**src/hw/psi_pkg.sv**
```systemverilog
// Package with register map, field positions and reset values of the status block
package psi_pkg;

  // ----------------------------------------------------------------
  // Register indices (byte address is four times the index)
  // ----------------------------------------------------------------
  localparam logic [9:0]  IDX_INT_STATUS  = 10'h00e;
  localparam logic [9:0]  IDX_CORR_FAIL   = 10'h326;
  localparam logic [9:0]  IDX_ERR_LEVEL   = 10'h328;
  localparam logic [9:0]  IDX_INT_ENABLE  = 10'h040;
  localparam logic [9:0]  IDX_MAX_UNCORR  = 10'h041;

  // ----------------------------------------------------------------
  // Interrupt status bit positions
  // ----------------------------------------------------------------
  localparam int BIT_RX         = 0;
  localparam int BIT_TX         = 1;
  localparam int BIT_HOST_ERR   = 2;
  localparam int BIT_FIFO_NE    = 3;
  localparam int BIT_FIFO_OVR   = 4;
  localparam int BIT_CYC_START  = 5;
  localparam int BIT_TIMER0     = 6;
  localparam int BIT_TIMER1     = 7;
  localparam int BIT_OFFS_MISS  = 8;
  localparam int BIT_GUARDIAN   = 9;
  localparam int BIT_SLOT_CNT   = 10;
  localparam int BIT_RATE_MISS  = 11;
  localparam int BIT_LVL_CHANGE = 12;
  localparam int BIT_SYNC_OVF   = 13;
  localparam int BIT_CORR_LIMIT = 14;
  localparam int BIT_FATAL      = 15;

  // ----------------------------------------------------------------
  // Widths and reset values
  // ----------------------------------------------------------------
  localparam int NUM_BUF         = 59;
  localparam int NUM_SLOT_CNT    = 8;
  localparam logic [15:0] INT_STATUS_RST = 16'h0000;
  localparam logic [15:0] INT_ENABLE_RST = 16'h0000;
  localparam logic [3:0]  CORR_FAIL_RST  = 4'h0;
  localparam logic [3:0]  MAX_UNCORR_RST = 4'hf;

  // Error handling level encoding
  typedef enum logic [1:0] {
    LVL_GREEN  = 2'b00,
    LVL_YELLOW = 2'b01,
    LVL_RED    = 2'b10
  } psi_level_t;

  // Bus handshake states
  typedef enum logic {PSI_IDLE, PSI_ACK} psi_bus_t;

endpackage

```
**src/hw/psi_status_regs.sv**
```systemverilog
// Protocol status counters, error level and interrupt status register with Avalon-MM slave
//
// How it works
// - Entering normal active clears the correction-failure counter.
// - Odd cycle end with offset or rate correction missing increments the counter.
// - Odd cycle end with no correction missing clears the counter.
// - Counter saturates at the programmed maximum, never wraps.
// - Counter readable in bits 3..0, host writes ignored.
// - Error level read-only: 00 green, 01 yellow, 10 red.
// - Host writes one to clear a status bit; zeros leave bits; events set again.
// - Internal set beats a simultaneous host clear.
// - FIFO, host error, transmit and receive flags ignore clears while cause persists.
// - Status register is zero after reset and on leaving configuration.
// - Each flag has an enable; request stays high while an enabled flag is set.
// - Receive flag set by any enabled receive buffer flag or FIFO reception.
// - Read-only transmit flag follows any enabled empty transmit buffer.
// - FIFO flag set while data held; cleared once empty and buffer 0 unlocked.
// - Overrun sets FIFO overrun flag; cycle start sets cycle start flag.
// - Timer flag set when computed cycle and macrotick offset both match.
// - With zero config and counters both timer flags set right after reset.
// - Every cycle end, missing offset measurements set the offset flag.
// - Odd cycle end, missing rate pairs set the rate flag.
// - Too many sync frames or correction limit set their flags.
// - Fatal condition sets the fatal flag and forces diagnosis stop at once.
// - Level change, guardian, slot counter and host error events set their flags.
//
// Our own choice: the Avalon-MM interface to the registers.
module psi_status_regs
  import psi_pkg::*;
(
  input  wire logic                     mclk,               // 25 MHz clock
  input  wire logic                     rst,                // Async reset, active high
  input  wire logic [11:0]              avs_address,        // Byte address
  input  wire logic                     avs_read,           // Read request
  input  wire logic                     avs_write,          // Write request
  input  wire logic [3:0]               avs_byteenable,     // Byte lanes
  input  wire logic [31:0]              avs_writedata,      // Write data
  output logic      [31:0]              avs_readdata,       // Read data
  output logic                          avs_waitrequest,    // Stall
  input  wire logic                     config_exit,        // Leaving configuration (pulse)
  input  wire logic                     normal_active_enter, // Entering normal active (pulse)
  input  wire logic                     cycle_start,        // Cycle start (pulse)
  input  wire logic                     cycle_end,          // Cycle end (pulse)
  input  wire logic                     cycle_odd,          // Current cycle is odd
  input  wire logic                     offset_meas_low,    // Too few offset measurements
  input  wire logic                     rate_pairs_low,     // Too few rate measurement pairs
  input  wire logic [NUM_BUF-1:0]       buffer_int_flag,    // Per buffer interrupt flag
  input  wire logic [NUM_BUF-1:0]       buffer_int_enable,  // Per buffer interrupt enable
  input  wire logic [NUM_BUF-1:0]       buffer_is_tx,       // Buffer is a transmit buffer
  input  wire logic                     fifo_rx_done,       // FIFO received a frame (pulse)
  input  wire logic                     fifo_not_empty,     // Receive FIFO holds data
  input  wire logic                     mb0_locked,         // Buffer 0 locked by host
  input  wire logic                     fifo_overrun,       // FIFO overrun (pulse)
  input  wire logic                     host_if_error_any,  // Any error bit set
  input  wire logic [5:0]               timer0_cycle,       // Timer 0 computed cycle
  input  wire logic [13:0]              timer0_offset,      // Timer 0 macrotick offset
  input  wire logic [5:0]               timer1_cycle,       // Timer 1 computed cycle
  input  wire logic [13:0]              timer1_offset,      // Timer 1 macrotick offset
  input  wire logic [5:0]               cycle_count_value,  // Current cycle counter
  input  wire logic [13:0]              macrotick_value,    // Current macrotick
  input  wire logic                     sync_overflow,      // Too many sync frames (pulse)
  input  wire logic                     corr_limit,         // Correction limit hit (pulse)
  input  wire logic [1:0]               guardian_error,     // Schedule error per channel
  input  wire logic [NUM_SLOT_CNT-1:0]  slot_counter_inc,   // Slot counter incremented
  input  wire logic [NUM_SLOT_CNT-1:0]  slot_counter_int_mask, // Slot counter enables
  input  wire logic [1:0]               engine_level,       // Level from protocol engine
  input  wire logic                     fatal_detect,       // Illegal condition (pulse)
  output logic                          int_request,        // Interrupt request
  output logic                          diag_stop,          // Diagnosis stop forced
  output logic [1:0]                    error_level_field,  // Current error level
  output logic [3:0]                    correction_fail_count // Correction-failure counter
);

  // ----------------------------------------------------------------
  // Address decode
  // ----------------------------------------------------------------
  function automatic logic reg_hit(input logic [11:0] addr, input logic [9:0] idx);
    reg_hit = (addr[11:2] == idx) && (addr[1:0] == 2'b00);
  endfunction

  psi_bus_t    bus_reg;
  psi_bus_t    bus_next;
  logic [31:0] rdata_reg;
  logic [31:0] rdata_next;
  logic [15:0] isr_reg;
  logic [15:0] isr_next;
  logic [15:0] ier_reg;
  logic [15:0] ier_next;
  logic [3:0]  max_uncorr_reg;
  logic [3:0]  max_uncorr_next;
  logic [3:0]  cnt_reg;
  logic [3:0]  cnt_next;
  logic [1:0]  lvl_reg;
  logic [1:0]  lvl_next;
  logic        fatal_seen_reg;
  logic        irq_reg;
  logic        wait_reg;

  wire         bus_req      = avs_read | avs_write;
  wire         bus_done     = (bus_reg == PSI_ACK);
  wire         wr_take      = avs_write & bus_done;
  wire         hit_isr      = reg_hit(avs_address, IDX_INT_STATUS);
  wire         hit_cnt      = reg_hit(avs_address, IDX_CORR_FAIL);
  wire         hit_lvl      = reg_hit(avs_address, IDX_ERR_LEVEL);
  wire         hit_ier      = reg_hit(avs_address, IDX_INT_ENABLE);
  wire         hit_max      = reg_hit(avs_address, IDX_MAX_UNCORR);
  wire [15:0]  wmask        = {{8{avs_byteenable[1]}}, {8{avs_byteenable[0]}}};
  wire [15:0]  wdata16      = avs_writedata[15:0] & wmask;
  wire [15:0]  host_clr     = (wr_take && hit_isr) ? wdata16 : 16'h0000;

  // ----------------------------------------------------------------
  // Bus slave: one wait cycle, then answer
  // ----------------------------------------------------------------
  assign bus_next = (bus_req && !bus_done) ? PSI_ACK : PSI_IDLE;

  assign rdata_next = hit_isr ? {16'h0000, isr_reg} :
                      hit_cnt ? {28'h0000000, cnt_reg} :
                      hit_lvl ? {30'h0000000, lvl_reg} :
                      hit_ier ? {16'h0000, ier_reg} :
                      hit_max ? {28'h0000000, max_uncorr_reg} :
                      32'h00000000;

  assign ier_next = (wr_take && hit_ier) ? ((ier_reg & ~wmask) | wdata16) : ier_reg;
  assign max_uncorr_next = (wr_take && hit_max && avs_byteenable[0]) ?
                           avs_writedata[3:0] : max_uncorr_reg;

  always_ff @(posedge mclk or posedge rst)
  begin
    if (rst)
    begin
      bus_reg   <= PSI_IDLE;
      rdata_reg <= 32'h00000000;
      wait_reg  <= 1'b1;
    end
    else
    begin
      bus_reg   <= bus_next;
      rdata_reg <= (bus_req && !bus_done) ? rdata_next : rdata_reg;
      wait_reg  <= (bus_next != PSI_ACK);
    end
  end

  // Stall comes from its own flop so the pin carries no decode
  assign avs_readdata    = rdata_reg;
  assign avs_waitrequest = wait_reg;

  always_ff @(posedge mclk or posedge rst)
  begin
    if (rst)
    begin
      ier_reg        <= INT_ENABLE_RST;
      max_uncorr_reg <= MAX_UNCORR_RST;
    end
    else
    begin
      ier_reg        <= ier_next;
      max_uncorr_reg <= max_uncorr_next;
    end
  end

  // ----------------------------------------------------------------
  // Correction-failure counter
  // ----------------------------------------------------------------
  wire odd_end    = cycle_end & cycle_odd;
  wire corr_miss  = offset_meas_low | rate_pairs_low;

  assign cnt_next = normal_active_enter ? CORR_FAIL_RST :
                    (odd_end && !corr_miss) ? CORR_FAIL_RST :
                    (odd_end && cnt_reg < max_uncorr_reg) ? cnt_reg + 4'h1 :
                    cnt_reg;

  always_ff @(posedge mclk or posedge rst)
  begin
    if (rst)
      cnt_reg <= CORR_FAIL_RST;
    else
      cnt_reg <= cnt_next;
  end

  // ----------------------------------------------------------------
  // Error handling level
  // ----------------------------------------------------------------
  wire fatal_any = fatal_detect | fatal_seen_reg;
  assign lvl_next = fatal_any ? LVL_RED : engine_level;
  wire lvl_changed = (lvl_next != lvl_reg);

  always_ff @(posedge mclk or posedge rst)
  begin
    if (rst)
    begin
      lvl_reg        <= LVL_GREEN;
      fatal_seen_reg <= 1'b0;
    end
    else
    begin
      lvl_reg        <= lvl_next;
      fatal_seen_reg <= fatal_detect | (fatal_seen_reg & ~config_exit);
    end
  end

  // ----------------------------------------------------------------
  // Event sources
  // ----------------------------------------------------------------
  wire [NUM_BUF-1:0] buf_pending = buffer_int_flag & buffer_int_enable;
  wire rx_cond = |(buf_pending & ~buffer_is_tx);
  wire tx_cond = |(buf_pending & buffer_is_tx);
  wire tmr0_hit = (timer0_cycle == cycle_count_value) &&
                  (timer0_offset == macrotick_value);
  wire tmr1_hit = (timer1_cycle == cycle_count_value) &&
                  (timer1_offset == macrotick_value);

  logic [15:0] hw_set;
  logic [15:0] hw_hold;
  logic [15:0] hw_drop;

  always_comb
  begin
    hw_set                 = 16'h0000;
    hw_set[BIT_RX]         = rx_cond | fifo_rx_done;
    hw_set[BIT_TX]         = tx_cond;
    hw_set[BIT_HOST_ERR]   = host_if_error_any;
    hw_set[BIT_FIFO_NE]    = fifo_not_empty;
    hw_set[BIT_FIFO_OVR]   = fifo_overrun;
    hw_set[BIT_CYC_START]  = cycle_start;
    hw_set[BIT_TIMER0]     = tmr0_hit;
    hw_set[BIT_TIMER1]     = tmr1_hit;
    hw_set[BIT_OFFS_MISS]  = cycle_end & offset_meas_low;
    hw_set[BIT_GUARDIAN]   = |guardian_error;
    hw_set[BIT_SLOT_CNT]   = |(slot_counter_inc & slot_counter_int_mask);
    hw_set[BIT_RATE_MISS]  = odd_end & rate_pairs_low;
    hw_set[BIT_LVL_CHANGE] = lvl_changed;
    hw_set[BIT_SYNC_OVF]   = sync_overflow;
    hw_set[BIT_CORR_LIMIT] = corr_limit;
    hw_set[BIT_FATAL]      = fatal_detect;

    // Clears refused while the cause is still present
    hw_hold                = 16'h0000;
    hw_hold[BIT_RX]        = rx_cond;
    hw_hold[BIT_TX]        = 1'b1;
    hw_hold[BIT_HOST_ERR]  = host_if_error_any;
    hw_hold[BIT_FIFO_NE]   = fifo_not_empty | mb0_locked;

    // Flags that drop by themselves once their cause is gone
    hw_drop                = 16'h0000;
    hw_drop[BIT_TX]        = ~tx_cond;
    hw_drop[BIT_FIFO_NE]   = ~fifo_not_empty & ~mb0_locked;
  end

  // ----------------------------------------------------------------
  // Interrupt status register
  // ----------------------------------------------------------------
  genvar gi;
  generate
    for (gi = 0; gi < 16; gi = gi + 1)
    begin : g_flag
      wire keep = isr_reg[gi] & ~(host_clr[gi] & ~hw_hold[gi]) & ~hw_drop[gi];
      assign isr_next[gi] = config_exit ? 1'b0 : (hw_set[gi] | keep);
    end
  endgenerate

  always_ff @(posedge mclk or posedge rst)
  begin
    if (rst)
    begin
      isr_reg <= INT_STATUS_RST;
      irq_reg <= 1'b0;
    end
    else
    begin
      isr_reg <= isr_next;
      irq_reg <= |(isr_next & ier_next);
    end
  end

  assign int_request           = irq_reg;
  assign diag_stop             = fatal_seen_reg;
  assign error_level_field     = lvl_reg;
  assign correction_fail_count = cnt_reg;
endmodule

```
**config.mk**
```make
export PLATFORM = sky130hd
export DESIGN_NAME = psi_status_regs
export DESIGN_NICKNAME = d
export VERILOG_FILES = /design/src/hw/psi_pkg.sv /design/src/hw/psi_status_regs.sv
export SDC_FILE = /design/constraint.sdc
export NUM_CORES = 1
export LEC_CHECK = 0
export BUFFER_PORTS_ARGS = -buffer_cell sky130_fd_sc_hd__buf_2
export CELL_PAD_IN_SITES_DETAIL_PLACEMENT = 0
export CELL_PAD_IN_SITES_GLOBAL_PLACEMENT = 1
export CORE_AREA = 2 2 144 146
export CTS_CLUSTER_DIAMETER = 50
export DETAILED_ROUTE_END_ITERATION = 10
export DIE_AREA = 0 0 146 148
export GPL_TIMING_DRIVEN = 0
export PLACE_DENSITY_LB_ADDON = 0.1
export SLEW_MARGIN = 20
export SYNTH_ARGS = -nofsm -noshare
export SYNTH_HDL_FRONTEND = slang
export SYNTH_SLANG_ARGS = --single-unit
```
**constraint.sdc**
```tcl
create_clock -name mclk -period 6.78 [get_ports mclk]
set_input_delay 1.017 -clock mclk [delete_from_list [all_inputs] [get_ports mclk]]
set_output_delay 1.017 -clock mclk [all_outputs]
set_load 0.01 [all_outputs]
```
==> flow_summary.toml, run 1 <==
[run_status]
status = "completed"

[logic_synthesis]
netlist_instances = 509
synth_top_area_cell = "dfrtp_1"
ys_seq_area_share_pct = 34.60
syn_avg_cell_area_um2 = 8.844
ys.flop_type = "dfrtp_1"
synth.distinct_cells = 52
synthesis.area_um2 = 4502
synth.most_common_cell = "nand3_1"
synth_top_area_share_pct = 31.68
synth_area_leaders = "dfrtp_1, nand3_1, xnor2_1"
synthTopCellsByCount = "nand3_1, dfrtp_1, nand3b_1"
synth-warning-count = 0
async_reset_ff_share_pct = 100.0
ys_seq_elements = 62
synth_edf_count = 0

[setup_path]
critPathSlowestCell = "or4_1"
cp-startpoint = "avs_address[6]"
r2r_end = "int_request$_DFF_PP0_"
cp-start-kind = "primary input"
slowest_delay_ns = 0.57
r2r_start = "bus_done$_DFF_PP0_"
crit_required_ns = 6.97
arrival_ns = 3.73
path_class = "primary input to register"
end_kind = "register"
crit_path_end = "int_request$_DFF_PP0_"
r2r_cells = 8
ff2ff_setup_slack_ns = 3.86
path_cells = "buf_2 > nor4_4 > and4_1 > buf_6 > and2_4 > buf_6 > mux2_4 > and3_1 > or4_1 > or4_1"
crit_fanout = 9

[drt]
route.detailed.drc = 0
wl_per_cell_um = 19.20
routed_wl_um = 21980
vias = 5262
drt-initial-drc-count = 228
via_per_inst = 4.596
firstDrtPassIters = 7
ant_nets = 0

[grt]
grt_usage_pct = 19.78
grt_pass1_wl_um = 32240
grt_overflow = 0
antenna_found_initial = 9
grt_pass1_vias = 5782
grt_start_max_net_pins = 52

[floorplanning]
rows = 52
start_util_pct = 22.47
die_w_um = 146
core_um2 = 20040
die_area_um2 = 21610
boundaryPins = 365
die_h_um = 148

[worst_hold_path]
min_path_cells = 2
hold_path.class = "register to register"

[sta]
finalSetupViolCount = 0
max_freq_mhz = 283.0
hold_slack_ns = 0.4671
fin_tns_setup_ns = 0
skew_ns = 0.005513
drv_slew = 0
rsz0062_at_grt = "no"
fin_ws_ns = 3.246
finalCritPeriodShare_pct = 52.12
worstMarginPinSlew_ns = 0.8727
slew_headroom_pct = 41.29
hold_viol_final = 0
fin_crit_ns = 3.534

[clocking]
clk_pin_slew_ns = 0.05
post_cts_resized = 0
clk_path_buf_depth = 2
cts_tree = "built"
holdBufCountCts = 0
htree_num_levels = 3
clockRootBuffer = "clkbuf_16"
clk_latency_ns = 0.32
cts_buffers = 9
cts_num_sinks = 62
postCtsSetupRepairBufs = 0

[layout]
drive_gt1_share_pct = 44.78
syn_to_final_growth_pct = 53.36
nNetsFinal = 1194

[place]
dp_hpwl_um = 19420
post-place-ws_ns = 2.900
gp_congestion = 0.8698
placement.io_buffers = 330

[power_and_ir_drop]
power.leakage_nw = 3.389
ir_worst_vdd_v = 0.00008219
powerDensity_nw_per_um2 = 164.0

[job]
cap_violations = 0
-- power breakdown --
group          internal, mW  switching [mW]
sequential            0.384         0.00835
combinational         0.127           0.126
clock                 0.330           0.157
-- cell families (layout without fill, tap and decap cells) --
kind of cell / count (synthesis) / after routing / share of synthesized area (%)
compound gates: 86 / 86 / 13.84
xor+xnor: 45 / 45 / 8.755
fa+ha+maj: 4 / 4 / 1.112
buf+inv: 44 / 391 / 5.614
flops: 62 / 62 / 34.60
mux: 18 / 18 / 4.725
other cells: 1 / 20 / 0.08330
simple gates: 249 / 249 / 31.27
-- cell type report --
| cell class | instances | area, um2 |
|---|---|---|
| clock inverter | 4 | 70.07 |
| multi-input combinational | 418 | 2748 |
| tap | 270 | 337.8 |
| sequential | 62 | 1558 |
| inverter | 13 | 51.30 |
| antenna | 4 | 10.01 |
| fill | 2254 | 13140 |
| timing repair buffer | 331 | 1679 |
| buffer | 31 | 203.9 |
| clock buffer | 12 | 246.5 |
-- cells in the final DEF, fill, tap and decap left out, types with 9 or more instances in the layout --
master       n
buf_2      331
nand3_1     73
dfrtp_1     57
nand3b_1    42
nand2_1     41
xnor2_1     41
a22oi_1     26
nand4_1     26
nor2_1      17
buf_4       17
o21ai_0     16
conb_1      16
o2111ai_1   14
clkbuf_1    11
inv_1       11
nor3_1      10
mux2_2      10
nor4_1       9
clkbuf_16    9
-- per-layer routing --
layer	wire length [um]	vias up	part of all wire [%]	global-route usage, %
met5	49	-	0.22	0
met4	223	8	1.0	4.417
met3	1732	21	7.9	6.667
met2	12090	202	55	39.17
met1	7885	2412	36	19.90
li1	-	2619	-	-
-- worst min-delay path by stage --
stage                                              end  slack (ns)                          from
after floorplan                  ier_reg[10]$_DFF_PP0_        0.47         ier_reg[10]$_DFF_PP0_
after global placement    avs_readdata[11]$_DFFE_PP0P_        0.46  avs_readdata[11]$_DFFE_PP0P_
after detailed placement   avs_readdata[5]$_DFFE_PP0P_        0.46   avs_readdata[5]$_DFFE_PP0P_
after CTS                  avs_readdata[5]$_DFFE_PP0P_        0.48   avs_readdata[5]$_DFFE_PP0P_
after global routing      avs_readdata[10]$_DFFE_PP0P_        0.51  avs_readdata[10]$_DFFE_PP0P_
final                      avs_readdata[5]$_DFFE_PP0P_        0.47   avs_readdata[5]$_DFFE_PP0P_
-- through the flow --
stage | instances | area (um2) | power (mW) | util [%]
6_report | 1145 | 6904 | 1.132 | 34.45
5_1_grt | 1143 | 6899 | 1.192 | 34.43
3_3_place_gp | 1124 | 6548 | 0.6486 | 32.67
2_1_floorplan | 524 | 4558 | 0.4993 | -
3_5_place_dp | 1125 | 6578 | 0.6541 | 32.82
4_1_cts | 1141 | 6894 | 1.145 | 34.40
-- worst max-delay path, delay by kind of cell --
family,cells,cell delay (ns)
multiplexers,1,0.31
AND/OR/NAND/NOR,6,1.97
buffers and inverters,3,0.43
Power figures use the tool's default switching activity.
==> inputs of run 2 (changes only) <==
--- a/config.mk
+++ b/config.mk
@@ -8,10 +8,10 @@
 export BUFFER_PORTS_ARGS = -buffer_cell sky130_fd_sc_hd__buf_2
 export CELL_PAD_IN_SITES_DETAIL_PLACEMENT = 0
 export CELL_PAD_IN_SITES_GLOBAL_PLACEMENT = 1
-export CORE_AREA = 2 2 144 146
+export CORE_AREA = 2 2 140 142
 export CTS_CLUSTER_DIAMETER = 50
 export DETAILED_ROUTE_END_ITERATION = 10
-export DIE_AREA = 0 0 146 148
+export DIE_AREA = 0 0 142 144
 export GPL_TIMING_DRIVEN = 0
 export PLACE_DENSITY_LB_ADDON = 0.1
 export SLEW_MARGIN = 20
==> constraint.sdc (replaced) <==
create_clock -name mclk -period 3.65 [get_ports mclk]
set_input_delay 0.5475 -clock mclk [delete_from_list [all_inputs] [get_ports mclk]]
set_output_delay 0.5475 -clock mclk [all_outputs]
set_load 0.01 [all_outputs]
==> flow_summary.toml, run 2 (synthesis results as in run 1) <==
[run_status]
status = "completed"

[layout]
drive_gt1_share_pct = 45.01
fill_cells = 2058
seqCellArea_um2 = 1558
mostFrequentLayoutCells = "buf_2, nand3_1, dfrtp_1"
nNetsFinal = 1194
final_cells = 1115
multi_input_area_um2 = 2748
layout_commonest_cell = "buf_2"
syn_to_final_growth_pct = 53.06

[setup_path]
cp-start-kind = "primary input"
crit_fanout = 9
slowest_delay_ns = 0.54
arrival_ns = 3.25
path_buf_inv = 3
crit_family = "simple AND/OR/NAND/NOR gates"
crit_required_ns = 3.85
end_kind = "register"
critPathSlowestCell = "or4_1"
path_cells = "buf_2 > nor4_4 > and4_1 > buf_6 > and2_4 > buf_6 > mux2_4 > and3_1 > or4_1 > or4_1"
path_class = "primary input to register"

[sta]
hold_viol_final = 0
fin_tns_setup_ns = 0
max_freq_mhz = 327.9
fin_crit_ns = 3.050
drv_slew = 0
skew_ns = 0.007189
finalSetupViolCount = 0
worstMarginPinSlew_ns = 0.9465
slew_headroom_pct = 36.32
finalCritPeriodShare_pct = 83.55
rsz0062_at_grt = "no"

[clocking]
cts_buffers = 9
cts_tree = "built"
post_cts_resized = 0
clk_path_buf_depth = 2
postCtsSetupRepairBufs = 0
cts_num_sinks = 62
holdBufCountCts = 0
clk_latency_ns = 0.33
clockRootBuffer = "clkbuf_16"
clk_pin_slew_ns = 0.05
htree_num_levels = 3

[grt]
grt_pass1_wl_um = 30170
grt_overflow = 0
grt_start_max_net_pins = 50
antenna_found_initial = 7
grt_pass1_vias = 5590
grt_usage_pct = 19.73

[power_and_ir_drop]
ir_worst_vdd_v = 0.0002287
powerDensity_nw_per_um2 = 314.8
power.leakage_nw = 3.397

[floorplanning]
die_w_um = 142
start_util_pct = 23.59
boundaryPins = 365
core_um2 = 19080
die_h_um = 144
die_area_um2 = 20450
rows = 51

[drt]
wl_per_cell_um = 18.83
routed_wl_um = 21000
route.detailed.drc = 0
vias = 5416
ant_nets = 0
firstDrtPassIters = 5
via_per_inst = 4.857
drt-initial-drc-count = 246

[place]
placement.io_buffers = 330
gp_congestion = 0.9151
dp_cells = 1093
dp_hpwl_um = 18230

[worst_hold_path]
hold_path.class = "primary input to async pin"

[job]
cap_violations = 0
[run 2: cell types whose count changed in the layout (fill, tap and decap cells not counted), sizes merged]
cell	delta
diode	+2
clkinv	+1
clkinvlp	+1
bufinv	+1
clkbuf	-3
[run 2: metrics by stage]
step	power, mW	hold slack (ns)	instance area, um2	setup slack [ns]	util, %
2_1_floorplan	0.9275	0.4720	4558	0.7129	-
3_3_place_gp	1.201	0.4604	6507	0.2905	34.11
3_5_place_dp	1.214	0.4676	6538	0.2533	34.26
4_1_cts	2.193	0.1368	6875	0.5935	36.04
5_1_grt	2.268	0.1456	6890	0.5005	36.11
6_report	2.169	0.1420	6890	0.6005	36.11
[run 2: worst paths after layout]
path	startpoint	endpoint	slack, ns	depth (start not counted)
setup / recovery	avs_address[6]	int_request$_DFF_PP0_	0.60	10
hold / removal	rst	correction_fail_count[1]$_DFFE_PP0P_	0.14	2
setup reg to reg	bus_done$_DFF_PP0_	int_request$_DFF_PP0_	0.71	8
hold reg to reg	avs_readdata[5]$_DFFE_PP0P_	avs_readdata[5]$_DFFE_PP0P_	0.47	2
max in group asynchronous	rst	avs_waitrequest$_DFF_PP1_	2.95	3
min in group mclk	engine_level[1]	error_level_field[1]$_DFF_PP0_	0.45	2
[run 2: layout make-up]
| type | instances | share of cell area, % |
|---|---|---|
| well taps | 238 | 4.322 |
| inverters | 13 | 0.7445 |
| diodes | 6 | 0.2179 |
| clock inverters | 7 | 1.634 |
| multi-input cells | 418 | 39.88 |
| clock buffers | 9 | 3.269 |
| repair buffers | 331 | 24.37 |
| plain buffers | 31 | 2.960 |
| flip-flops and latches | 62 | 22.61 |
[run 2: routing by layer]
layer,up-vias,share of wire [%],global-route usage [%]
met1,2536,36,20.27
met3,27,7.5,5.166
li1,2626,-,-
met5,-,0.062,0
met2,225,55,38.49
met4,2,1.8,6.789
[run 2: report_power, final]
part	internal, mW	switching (mW)	total (mW)
clock network	0.662	0.306	0.969
logic	0.235	0.236	0.471
registers	0.713	0.0162	0.729
